[config.mk]
export PLATFORM = sky130hd
export DESIGN_NAME = dram_bandwidth_throttle
export DESIGN_NICKNAME = d
export VERILOG_FILES = /design/src/hdl/throttle_pkg.sv /design/src/hdl/dram_bandwidth_throttle.sv
export SDC_FILE = /design/constraint.sdc
export NUM_CORES = 1
export LEC_CHECK = 0
export BUFFER_PORTS_ARGS = -buffer_cell sky130_fd_sc_hd__buf_2
export CORE_UTILIZATION = 46
export CTS_BUF_LIST = sky130_fd_sc_hd__clkbuf_16
export DETAILED_ROUTE_END_ITERATION = 16
export PLACE_DENSITY = 0.68
export SLEW_MARGIN = 20
export SYNTH_ARGS = -nofsm -noshare
export SYNTH_HDL_FRONTEND = slang
export SYNTH_SLANG_ARGS = --single-unit
[constraint.sdc]
create_clock -name aclk -period 7.63 [get_ports aclk]
set_clock_uncertainty 0.15 [all_clocks]
set_input_delay 1.526 -clock aclk [delete_from_list [all_inputs] [get_ports aclk]]
set_output_delay 1.526 -clock aclk [all_outputs]
set_load 0.005 [all_outputs]
[src/hdl/throttle_pkg.sv]
// Purpose: Shared constants and state layout for the bandwidth throttle
// Assumes: 32-bit AXI4-Lite register access, 64-bit controls as two words
// Notes: Field positions follow the 64-bit control layout
package throttle_pkg;

  // Register byte offsets
  localparam logic [7:0] OFF_WCTL_LO = 8'h50;
  localparam logic [7:0] OFF_WCTL_HI = 8'h54;
  localparam logic [7:0] OFF_RCTL_LO = 8'h58;
  localparam logic [7:0] OFF_RCTL_HI = 8'h5c;
  localparam logic [7:0] OFF_STAT = 8'h60;
  localparam logic [7:0] OFF_LOCK = 8'h64;

  // Control reset value and writable bits (63:49 reserved, read as zero)
  localparam logic [63:0] CTL_RESET = 64'h0000_0000_0000_0000;
  localparam logic [63:0] CTL_MASK = 64'h0001_ffff_ffff_ffff;

  // Field positions; window and threshold fields shared by write and read controls, the rest write only
  localparam int GSW_LSB = 41;
  localparam int GSW_MSB = 48;
  localparam int GHT_LSB = 28;
  localparam int GHT_MSB = 40;
  localparam int DUR_LSB = 22;
  localparam int DUR_MSB = 27;
  localparam int MW_LSB = 15;
  localparam int MW_MSB = 21;
  localparam int HM_LSB = 3;
  localparam int HM_MSB = 14;
  localparam int MODE_LSB = 1;
  localparam int MODE_MSB = 2;
  localparam int SW_START_BIT = 0;

  // Write limit mode encodings
  localparam logic [1:0] MODE_OFF = 2'h0;
  localparam logic [1:0] MODE_HW = 2'h1;
  localparam logic [1:0] MODE_CNT = 2'h2;

  // Scale factors: host clocks per window unit, hexwords per threshold unit
  localparam int SAMPLE_UNIT_CLKS = 400000;
  localparam int HEXWORD_UNIT = 32768;

  // AXI responses
  localparam logic [1:0] RESP_OKAY = 2'h0;
  localparam logic [1:0] RESP_SLVERR = 2'h2;

  typedef enum logic [2:0] {
    SEL_WLO, SEL_WHI, SEL_RLO, SEL_RHI, SEL_STAT, SEL_LOCK, SEL_NONE
  } reg_sel_t;

  typedef struct packed {
    logic [63:0] wctl;
    logic [63:0] rctl;
    logic lock;
    logic hot_s1;
    logic hot_s2;
    logic [31:0] wg_cnt;
    logic [31:0] wg_hex;
    logic [5:0] wdur;
    logic [10:0] wm_cnt;
    logic [11:0] wm_hex;
    logic wact;
    logic wblk;
    logic [31:0] rg_cnt;
    logic [31:0] rg_hex;
    logic rover;
    logic aw_hold;
    logic w_hold;
    logic [7:0] awaddr;
    logic [31:0] wdata;
    logic [3:0] wstrb;
    logic awready;
    logic wready;
    logic bvalid;
    logic [1:0] bresp;
    logic arready;
    logic rvalid;
    logic [31:0] rdata;
    logic [1:0] rresp;
  } state_t;

endpackage

[src/hdl/dram_bandwidth_throttle.sv]
// Purpose: Write and read bandwidth throttle with AXI4-Lite registers
// Assumes: Scheduler pulses one hexword per cycle on each counting input
// Notes: Controls are 64-bit, reached as two 32-bit words
// Function
// Mode 01 enables thermal signal path
// Thermal signal held throttles via window, maximum
// Thermal release stops throttle, clears window counters
// Thermal signal ignored outside mode 01
// Mode 10 enables global window counter throttling
// Threshold reached starts counter throttle cycles; the code starts them only when the window count is above the threshold
// Software start bit one throttles until cleared
// Start bit cleared stops, clears window counters
// Software drives start bit to start, stop
// Read control 64-bit at 58h, resets zero, lockable
// Read window is field times sample unit
// Count read hexwords within each global window
// Reads above threshold raise read throttle request
// Read threshold is field times 32K hexwords
// Mode 00 disables counter and thermal paths
// Monitor window field padded; block at maximum
// Counter throttle lasts duration field windows
// Throttle active when any enabled source asks
//
// Our own choice: the AXI4-Lite interface to the registers.
`timescale 1ns/1ps
`default_nettype none

module dram_bandwidth_throttle
  import throttle_pkg::*;
#(
  parameter int SAMPLE_UNIT = SAMPLE_UNIT_CLKS,
  parameter int HEX_UNIT = HEXWORD_UNIT
) (
  input wire logic aclk,
  input wire logic aresetn,
  input wire logic [7:0] awaddr,
  input wire logic [2:0] awprot,
  input wire logic awvalid,
  output logic awready,
  input wire logic [31:0] wdata,
  input wire logic [3:0] wstrb,
  input wire logic wvalid,
  output logic wready,
  output logic [1:0] bresp,
  output logic bvalid,
  input wire logic bready,
  input wire logic [7:0] araddr,
  input wire logic [2:0] arprot,
  input wire logic arvalid,
  output logic arready,
  output logic [31:0] rdata,
  output logic [1:0] rresp,
  output logic rvalid,
  input wire logic rready,
  input wire logic wr_limit_hot_in,
  input wire logic wr_hexword,
  input wire logic rd_hexword,
  output logic wr_limit_active,
  output logic wr_block,
  output logic rd_limit_request
);

  ////////////////////////////////////////////////////////////////////////////
  // Helpers

  function automatic reg_sel_t reg_sel(input logic [7:0] a);
    reg_sel_t s;
    s = SEL_NONE;
    unique case (a)
      OFF_WCTL_LO: begin
        s = SEL_WLO;
      end
      OFF_WCTL_HI: begin
        s = SEL_WHI;
      end
      OFF_RCTL_LO: begin
        s = SEL_RLO;
      end
      OFF_RCTL_HI: begin
        s = SEL_RHI;
      end
      OFF_STAT: begin
        s = SEL_STAT;
      end
      OFF_LOCK: begin
        s = SEL_LOCK;
      end
      default: begin
        s = SEL_NONE;
      end
    endcase
    return s;
  endfunction

  function automatic logic [31:0] merge(
    input logic [31:0] old,
    input logic [31:0] d,
    input logic [3:0] be
  );
    logic [31:0] m;
    m = old;
    for (int i = 0; i < 4; i++) begin
      if (be[i]) begin
        m[8*i +: 8] = d[8*i +: 8];
      end
    end
    return m;
  endfunction

  ////////////////////////////////////////////////////////////////////////////
  // State

  state_t r;
  state_t n;

  logic [1:0] wmode;
  logic [31:0] wlen;
  logic [31:0] wthr;
  logic [31:0] wg_sum;
  logic wg_end;
  logic hw_req;
  logic [10:0] mlen;
  logic [31:0] rlen;
  logic [31:0] rthr;
  logic [31:0] rg_sum;
  logic [31:0] stat;
  reg_sel_t wsel;

  assign wmode = r.wctl[MODE_MSB:MODE_LSB];
  assign wlen = 32'(r.wctl[GSW_MSB:GSW_LSB]) * 32'(SAMPLE_UNIT);
  assign wthr = 32'(r.wctl[GHT_MSB:GHT_LSB]) * 32'(HEX_UNIT);
  assign wg_sum = r.wg_hex + {31'h0, wr_hexword};
  assign wg_end = (wlen != 32'h0) && (r.wg_cnt >= wlen - 32'h1);
  assign mlen = {r.wctl[MW_MSB:MW_LSB], 4'h0};
  assign rlen = 32'(r.rctl[GSW_MSB:GSW_LSB]) * 32'(SAMPLE_UNIT);
  assign rthr = 32'(r.rctl[GHT_MSB:GHT_LSB]) * 32'(HEX_UNIT);
  assign rg_sum = r.rg_hex + {31'h0, rd_hexword};
  assign wsel = reg_sel(r.awaddr);

  // Only the second synchroniser stage is looked at
  assign hw_req = (wmode == MODE_HW) && r.hot_s2;

  assign stat = {18'h0, r.wdur, 2'h0, r.lock, r.hot_s2, r.rover,
                 (r.wdur != 6'h0), r.wblk, r.wact};

  ////////////////////////////////////////////////////////////////////////////
  // Next state

  always_comb begin
    n = r;
    n.hot_s1 = wr_limit_hot_in;
    n.hot_s2 = r.hot_s1;

    // Register write channel: address and data taken in either order
    if (r.awready && awvalid) begin
      n.aw_hold = 1'b1;
      n.awaddr = awaddr;
    end
    if (r.wready && wvalid) begin
      n.w_hold = 1'b1;
      n.wdata = wdata;
      n.wstrb = wstrb;
    end
    if (r.bvalid && bready) begin
      n.bvalid = 1'b0;
    end
    if (r.aw_hold && r.w_hold && !r.bvalid) begin
      n.aw_hold = 1'b0;
      n.w_hold = 1'b0;
      n.bvalid = 1'b1;
      n.bresp = RESP_OKAY;
      // Lock freezes both controls until reset
      if (r.lock && (wsel inside {SEL_WLO, SEL_WHI, SEL_RLO, SEL_RHI})) begin
        n.bresp = RESP_SLVERR;
      end else begin
        unique case (wsel)
          SEL_WLO: begin
            n.wctl[31:0] = merge(r.wctl[31:0], r.wdata, r.wstrb) & CTL_MASK[31:0];
          end
          SEL_WHI: begin
            n.wctl[63:32] = merge(r.wctl[63:32], r.wdata, r.wstrb) & CTL_MASK[63:32];
          end
          SEL_RLO: begin
            n.rctl[31:0] = merge(r.rctl[31:0], r.wdata, r.wstrb) & CTL_MASK[31:0];
          end
          SEL_RHI: begin
            n.rctl[63:32] = merge(r.rctl[63:32], r.wdata, r.wstrb) & CTL_MASK[63:32];
          end
          SEL_LOCK: begin
            if (r.wstrb[0] && r.wdata[0]) begin
              n.lock = 1'b1;
            end
          end
          SEL_STAT: begin
            n.bresp = RESP_SLVERR;
          end
          SEL_NONE: begin
            n.bresp = RESP_SLVERR;
          end
        endcase
      end
    end

    // Register read channel
    if (r.rvalid && rready) begin
      n.rvalid = 1'b0;
    end
    if (r.arready && arvalid) begin
      n.rvalid = 1'b1;
      n.rresp = RESP_OKAY;
      unique case (reg_sel(araddr))
        SEL_WLO: begin
          n.rdata = r.wctl[31:0];
        end
        SEL_WHI: begin
          n.rdata = r.wctl[63:32];
        end
        SEL_RLO: begin
          n.rdata = r.rctl[31:0];
        end
        SEL_RHI: begin
          n.rdata = r.rctl[63:32];
        end
        SEL_STAT: begin
          n.rdata = stat;
        end
        SEL_LOCK: begin
          n.rdata = {31'h0, r.lock};
        end
        SEL_NONE: begin
          n.rdata = 32'h0;
          n.rresp = RESP_SLVERR;
        end
      endcase
    end

    // Readies registered so that every output comes from a flop
    n.awready = !n.aw_hold && !n.bvalid;
    n.wready = !n.w_hold && !n.bvalid;
    n.arready = !n.rvalid;

    // Global write sampling window, counter mode only
    if (wmode != MODE_CNT) begin
      n.wg_cnt = 32'h0;
      n.wg_hex = 32'h0;
      n.wdur = 6'h0;
    end else if (wlen == 32'h0) begin
      n.wg_cnt = 32'h0;
      n.wg_hex = 32'h0;
    end else if (wg_end) begin
      n.wg_cnt = 32'h0;
      n.wg_hex = 32'h0;
      // No retrigger while a throttle period is still running
      if (r.wdur != 6'h0) begin
        n.wdur = r.wdur - 6'h1;
      end else if (wg_sum > wthr) begin
        n.wdur = r.wctl[DUR_MSB:DUR_LSB];
      end
    end else begin
      n.wg_cnt = r.wg_cnt + 32'h1;
      n.wg_hex = wg_sum;
    end

    // Any enabled source throttles
    n.wact = r.wctl[SW_START_BIT] || hw_req || (r.wdur != 6'h0);

    // Monitoring window cleared whenever throttling stops
    if (!n.wact) begin
      n.wm_cnt = 11'h0;
      n.wm_hex = 12'h0;
    end else if ((mlen == 11'h0) || (r.wm_cnt >= mlen - 11'h1)) begin
      n.wm_cnt = 11'h0;
      n.wm_hex = {11'h0, wr_hexword};
    end else begin
      n.wm_cnt = r.wm_cnt + 11'h1;
      if (wr_hexword && (r.wm_hex != 12'hfff)) begin
        n.wm_hex = r.wm_hex + 12'h1;
      end
    end

    // Block for the rest of the window once the maximum is reached
    n.wblk = n.wact && (n.wm_hex >= r.wctl[HM_MSB:HM_LSB]);

    // Global read sampling window
    if (rlen == 32'h0) begin
      n.rg_cnt = 32'h0;
      n.rg_hex = 32'h0;
      n.rover = 1'b0;
    end else if (r.rg_cnt >= rlen - 32'h1) begin
      n.rg_cnt = 32'h0;
      n.rg_hex = 32'h0;
      n.rover = rg_sum > rthr;
    end else begin
      n.rg_cnt = r.rg_cnt + 32'h1;
      n.rg_hex = rg_sum;
    end
  end

  ////////////////////////////////////////////////////////////////////////////
  // Registers

  always_ff @(posedge aclk) begin
    if (!aresetn) begin
      r <= '0;
      r.wctl <= CTL_RESET;
      r.rctl <= CTL_RESET;
    end else begin
      r <= n;
    end
  end

  ////////////////////////////////////////////////////////////////////////////
  // Outputs

  assign awready = r.awready;
  assign wready = r.wready;
  assign bvalid = r.bvalid;
  assign bresp = r.bresp;
  assign arready = r.arready;
  assign rvalid = r.rvalid;
  assign rdata = r.rdata;
  assign rresp = r.rresp;
  assign wr_limit_active = r.wact;
  assign wr_block = r.wblk;
  assign rd_limit_request = r.rover;

endmodule // dram_bandwidth_throttle

`default_nettype wire

==> flow_summary_export.csv, run 1 <==
group,metric,value,unit
grt,grt.overflow.total,0,
floorplanning,initial_core_util,46.7,%
drt,first_pass_iters,8,
grt,grt.total_usage,21.9,%
setup_path,worstSetupPathType,"reg2reg",
yosys,avgSynthCellArea,8.62,sq um
grt,met1_usage,28.3,%
grt,grt_antenna_before_repair,0,
yosys,synth_cells,2522,
grt,first_global_vias,17200,
setup_path,r2r_start,"r[293]$_SDFFE_PN0P_",
drt,routedWlPerCell,16.4,um
power_and_ir_drop,peakVddDrop,0.200,mV
timing,slew_viol_final,0,
yosys,synth_cell_types,88,
power_and_ir_drop,power.leakage,10.1,nW
cells_and_area,layout_commonest_cell,"dfxtp_1",
setup_path,r2r_end,"r[141]$_SDFF_PP0_",
floorplanning,rows,79,
yosys,synthesis.area,21700,sq um
clocking,h-tree-depth,2,
drt,vias,17700,
placed_design,gp_congestion,0.879,
drt,ant_nets,0,
clocking,cts_root_buf,"clkbuf_16",
yosys,synth_edf_count,0,
hold_path,hold_path_class,"reg2reg",
drt,drcViolationCount,0,
yosys,yosys_warnings,0,
clocking,cts_inserted_buffers,40,
timing,fin_tns_setup,0,ns
floorplanning,coreArea,46600,sq um
outcome,status,"complete, no violations",
cells_and_area,finish.instance_area,23800,sq um
hold_path,hold_depth,1,
timing,rsz0062_at_grt,"false",
grt,use_met2,36.8,%
setup_path,start_kind,"flip-flop",
setup_path,required,7.97,ns
clocking,clk_pin_slew,0.06,ns
grt,top_usage_layer,"met2",
floorplanning,die_h,219,um
timing,slew_headroom,24.3,%
timing,setup-violations-final,0,
clocking,cts_tree,"built",
placed_design,portBuffers,103,
timing,final-hold-violation-count,0,
grt,grt_use_met3,3.55,%
cells_and_area,syn_to_final_growth,9.40,%
power_and_ir_drop,total_power,0.00378,W
clocking,clk_path_buf_depth,3,
floorplanning,io_pins,112,
drt,avgViaCountPerCell,5.52,
placed_design,dp.final_hpwl,39400,um
yosys,ys_seq_area_share,31.9,%
timing,worstMarginPinSlew,1.13,ns
power_and_ir_drop,power_density,159,nW/um^2
timing,fmax,0.141,GHz
clocking,postCtsSetupRepairBufs,0,
floorplanning,dieArea,48100,sq um
cells_and_area,drive_gt1_share,8.18,%
setup_path,r2r_slack,0.52,ns
grt,grt_max_degree,134,
hold_path,hp-start,"n[247]$_SDFF_PN0_",
setup_path,critPathCaptureType,"flip-flop",
cells_and_area,final_cell_mix,"346 x dfxtp_1, 251 x nand2_1, 232 x nor2_1",
grt,grt_pass1_wl,86100,um
flow_run,drv_cap,0,
yosys,synthFlopType,"dfxtp_1",
yosys,synthArstFlopShare,0,%
setup_path,r2r_cells,26,
hold_path,holdPathEnd,"r[247]$_SDFF_PN0_",
clocking,cts.sinks,346,
drt,wirelength,52300,um
timing,fin_crit_sh,93.2,%
setup_path,crit_path_max_fanout,64,
yosys,ys_ff_latch,346,
timing,period_minus_slack,7.11,ns
floorplanning,die_w,219,um
placed_design,postPlaceCellArea,22500,sq um
setup_path,arrival,7.45,ns
drt,drt_iter0_markers,1109,
cells_and_area,nets,2869,
cells_and_area,n_antenna_cell,0,
clocking,clk_latency,0.59,ns
==> Yosys cell counts, types with 15 or more instances <==
cell / number / area, sq um
a21boi_0: 63 / 473
a21o_1: 25 / 188
a21oi_1: 57 / 285
and2_1: 34 / 213
and3_1: 56 / 350
and4_1: 24 / 210
buf_4: 37 / 278
clkbuf_1: 67 / 251
dfxtp_1: 346 / 6930
fa_1: 24 / 480
ha_1: 213 / 2670
inv_1: 134 / 503
mux2i_1: 116 / 1160
nand2_1: 252 / 946
nand2b_1: 18 / 113
nand3_1: 103 / 515
nand4_1: 42 / 263
nor2_1: 233 / 875
nor2b_1: 133 / 832
nor3_1: 32 / 160
o211ai_1: 19 / 143
o21ai_0: 80 / 400
or3_1: 15 / 93.8
xnor2_1: 101 / 885
xor2_1: 99 / 867
==> worst max-delay path by stage <==
stage               cells past startpoint  slack [ns]                   to                 from
floorplan                              24        1.54  r[177]$_SDFFE_PP0P_  r[357]$_SDFFE_PN0P_
global placement                       26        0.37    r[188]$_SDFF_PP0_  r[362]$_SDFFE_PN0P_
detailed placement                     25        0.27    r[188]$_SDFF_PP0_  r[362]$_SDFFE_PN0P_
CTS                                    25        0.23    r[188]$_SDFF_PP0_  r[362]$_SDFFE_PN0P_
global route                           26        0.14    r[188]$_SDFF_PP0_  r[362]$_SDFFE_PN0P_
finish                                 26        0.52    r[141]$_SDFF_PP0_  r[293]$_SDFFE_PN0P_
==> state kept, by name (all words and copies together) (netlist names) <==
signal,count
arready,1
awready,1
bresp,1
bvalid,1
mlen,7
n,1
r,296
rd_limit_request,1
rdata,32
rresp,1
rvalid,1
wr_block,1
wr_limit_active,1
wready,1
==> what timing repair did <==
action / 4_1_cts / 5_1_grt
hold buffers: 0 / 0
endpoints found under the setup margin: 0 / 50
resized for setup: 0 / 4
hold endpoints to repair: 0 / 0
==> worst max-delay path: stages, from the launching register on <==
cell and delay (ns):
dfxtp_1 0.54, ha_1 0.33, ha_1 0.28, inv_1 0.05, fa_1 0.48, fa_1 0.54, inv_1 0.04, ha_1 0.32
nor2b_1 0.16, o2111ai_1 0.32, nand3_1 0.23, nand3_1 0.21, o311ai_1 0.17, nand4bb_1 0.28, or2_2 0.34, nor4_1 0.31
xor2_1 0.22, ha_1 0.27, nor2b_1 0.13, o21ai_0 0.17, a21oi_1 0.10, nor3_1 0.14, nor2_1 0.12, nor3_1 0.48
o211ai_4 0.11, buf_4 0.36, nor2_1 0.19
==> layer usage <==
layer / part of all wire [%] / routed length, um
met1: 45 / 23700
met2: 47 / 24800
met3: 4.3 / 2250
met4: 3.1 / 1620
met5: 0 / 0
==> layout make-up <==
type	instances	area (sq um)
clock inverter	31	251
tap	607	759
timing repair buffer	122	673
inverter	134	503
fill	4300	22800
clock buffer	40	1000
sequential	346	6930
multi-input combinational	1920	13700
==> through the flow <==
stage | utilization (%) | hold WS (ns) | setup slack [ns] | instances
6_report | 51.1 | 0.294 | 0.517 | 3200
5_1_grt | 51.1 | 0.301 | 0.137 | 3200
4_1_cts | 51.0 | 0.296 | 0.232 | 3200
3_5_place_dp | 48.3 | 0.283 | 0.270 | 3129
3_3_place_gp | 48.3 | 0.279 | 0.370 | 3129
2_1_floorplan | - | 0.262 | 1.54 | 2523
==> kinds of logic (layout without fill, tap and decap cells) <==
group	count (synthesis)	count (layout)	synth area share, %
buf+inv	257	327	5.35
xor+xnor	200	200	8.06
flops	346	346	31.9
simple gates	996	996	23.0
other cells	1	2	0.0173
fa+ha+maj	237	237	14.5
mux	118	118	5.45
compound gates	367	367	11.7
==> power breakdown <==
group          internal (W)  switching, W  total (W)
logic             0.0000432     0.0000567  0.0000999
registers           0.00182     0.0000191    0.00184
clock network       0.00104      0.000806    0.00184
total               0.00290      0.000882    0.00378
(Power assumes the default switching activity.)
==> inputs of run 2 (changes only) <==
Settings changed: PLACE_DENSITY 0.68 to 0.66.
==> run 2 against run 1 <==
Effect of this change: core utilization down 0.075 points; sequential power hardly changed; clock power increased by 2%; first-iteration DRC count is 4.1% lower; worst setup slack got worse by 0.097 ns; critical path depth is 2 lower; clock-buffer cell count down 1; worst hold slack worse by 0.010 ns; highest routed layer unchanged.
==> flow_summary_export.csv, run 2 (same netlist as run 1, synthesis figures left out) <==
group,metric,value,unit
power_and_ir_drop,power_density,161,nW/um^2
grt,grt.total_usage,21.7,%
cells_and_area,top_register,"r",
power_and_ir_drop,peakVddDrop,0.144,mV
setup_path,start_kind,"flip-flop",
power_and_ir_drop,power.leakage,10.0,nW
drt,drcViolationCount,0,
placed_design,gp_congestion,0.892,
grt,first_global_vias,16600,
clocking,cts.sinks,346,
floorplanning,coreArea,46600,sq um
drt,vias,17500,
cells_and_area,layout_commonest_cell,"dfxtp_1",
floorplanning,die_h,219,um
cells_and_area,syn_to_final_growth,9.24,%
timing,setup_ws,0.420,ns
placed_design,dp_slack,0.495,ns
clocking,cts_tree,"built",
clocking,cts_resized,0,
grt,grt.overflow.total,0,
cells_and_area,fillers,4365,
timing,fin_crit_sh,94.5,%
cells_and_area,drive_gt1_share,7.84,%
clocking,postCtsSetupRepairBufs,0,
clocking,cts_hold_buf,0,
drt,first_pass_iters,5,
clocking,clk_path_buf_depth,3,
clocking,clk_pin_slew,0.07,ns
setup_path,crit_path_max_fanout,6,
timing,slew_viol_final,0,
drt,wirelength,52100,um
drt,routedWlPerCell,16.3,um
placed_design,portBuffers,103,
setup_path,arrival,7.52,ns
floorplanning,initial_core_util,46.7,%
floorplanning,die_w,219,um
timing,slew_headroom,26.3,%
timing,rsz0062_at_grt,"false",
timing,period_minus_slack,7.21,ns
clocking,cts_root_buf,"clkbuf_16",
cells_and_area,nets,2864,
timing,worstMarginPinSlew,1.10,ns
timing,setup-violations-final,0,
setup_path,critPathCaptureType,"flip-flop",
floorplanning,dieArea,48100,sq um
drt,ant_nets,0,
flow_run,drv_cap,0,
floorplanning,io_pins,112,
timing,fmax,0.139,GHz
grt,grt_pass1_wl,84800,um
grt,grt_max_degree,81,
placed_design,dp.cells,3125,
timing,final-hold-violation-count,0,
timing,holdWs,0.284,ns
grt,grt_antenna_before_repair,2,
floorplanning,rows,79,
clocking,h-tree-depth,2,
cells_and_area,final_cell_mix,"346 x dfxtp_1, 252 x nand2_1, 233 x nor2_1",
timing,fin_tns_setup,0,ns
setup_path,required,7.94,ns
cells_and_area,multiInputGateArea,13600,sq um
placed_design,dp.final_hpwl,39000,um
clocking,cts_inserted_buffers,39,
setup_path,worstSetupPathType,"reg2reg",
cells_and_area,stdcell_count,3198,
power_and_ir_drop,total_power,0.00382,W
drt,drt_iter0_markers,1064,
clocking,clk_latency,0.57,ns
drt,avgViaCountPerCell,5.47,
outcome,status,"complete, no violations",
cells_and_area,largest_reg_flops,296,
cells_and_area,regArea,6930,sq um
hold_path,hold_path_class,"reg2reg",
[run 2: cell count changes in the layout (fill, tap and decap cells not counted), moves of 2 or more]
cell / previous run / this run
inv_1: 140 / 144
buf_4: 19 / 15
diode_2: 0 / 3
bufinv_16: 2 / 4
clkinv_1: 9 / 6
clkinvlp_4: 0 / 2
clkinv_2: 8 / 5
[run 2: worst max-delay path: stages, from the launching register on]
cell,delay (ns)
dfxtp_1,0.48
ha_1,0.31
ha_1,0.31
fa_1,0.51
inv_1,0.06
fa_1,0.52
inv_1,0.04
ha_1,0.35
and3_1,0.19
a22oi_1,0.32
nor3b_1,0.32
o21ai_1,0.17
a22oi_2,0.32
nand3_1,0.12
or3_1,0.50
ha_1,0.34
nand4_1,0.09
nor2_1,0.16
nand2_1,0.09
a2111oi_0,0.30
a211oi_1,0.13
o21ai_0,0.30
a21boi_1,0.53
a21oi_1,0.14
o31a_1,0.32
[run 2: final cells by class]
cell class                 count  share of cell area [%]
multi-input combinational   1920                    57.5
sequential                   346                    29.2
clock buffer                  39                    4.11
tap                          607                    3.20
timing repair buffer         118                    2.71
inverter                     134                    2.12
clock inverter                31                    1.17
antenna                        3                  0.0316
[run 2: worst paths after layout]
check	startpoint	to	slack (ns)	cells after the start
min reg2reg	n[247]$_SDFF_PN0_	r[247]$_SDFF_PN0_	0.28	1
min	n[247]$_SDFF_PN0_	r[247]$_SDFF_PN0_	0.28	1
max	r[357]$_SDFFE_PN0P_	r[177]$_SDFFE_PP0P_	0.42	24
max reg2reg	r[357]$_SDFFE_PN0P_	r[177]$_SDFFE_PP0P_	0.42	24
[run 2: per-stage QoR]
stage	instance area (sq um)	utilization [%]
after CTS	23700	51.0
after detailed placement	22500	48.3
after floorplan	21700	-
after global routing	23700	51.0
final	23700	51.0
after global placement	22500	48.3
[run 2: metal layers]
layer  wire length, um  track usage, %  share of wire [%]
met5                 0               0                  0
met4              1190            6.57                2.3
met3              2060            3.06                3.9
met2             24500            35.9                 47
met1             24400            29.0                 47
[run 2: power by group]
| group | internal [W] | switching [W] | total [W] |
|---|---|---|---|
| sequential | 0.00182 | 0.0000187 | 0.00184 |
| clock | 0.00108 | 0.000805 | 0.00188 |
| combinational | 0.0000431 | 0.0000570 | 0.000100 |
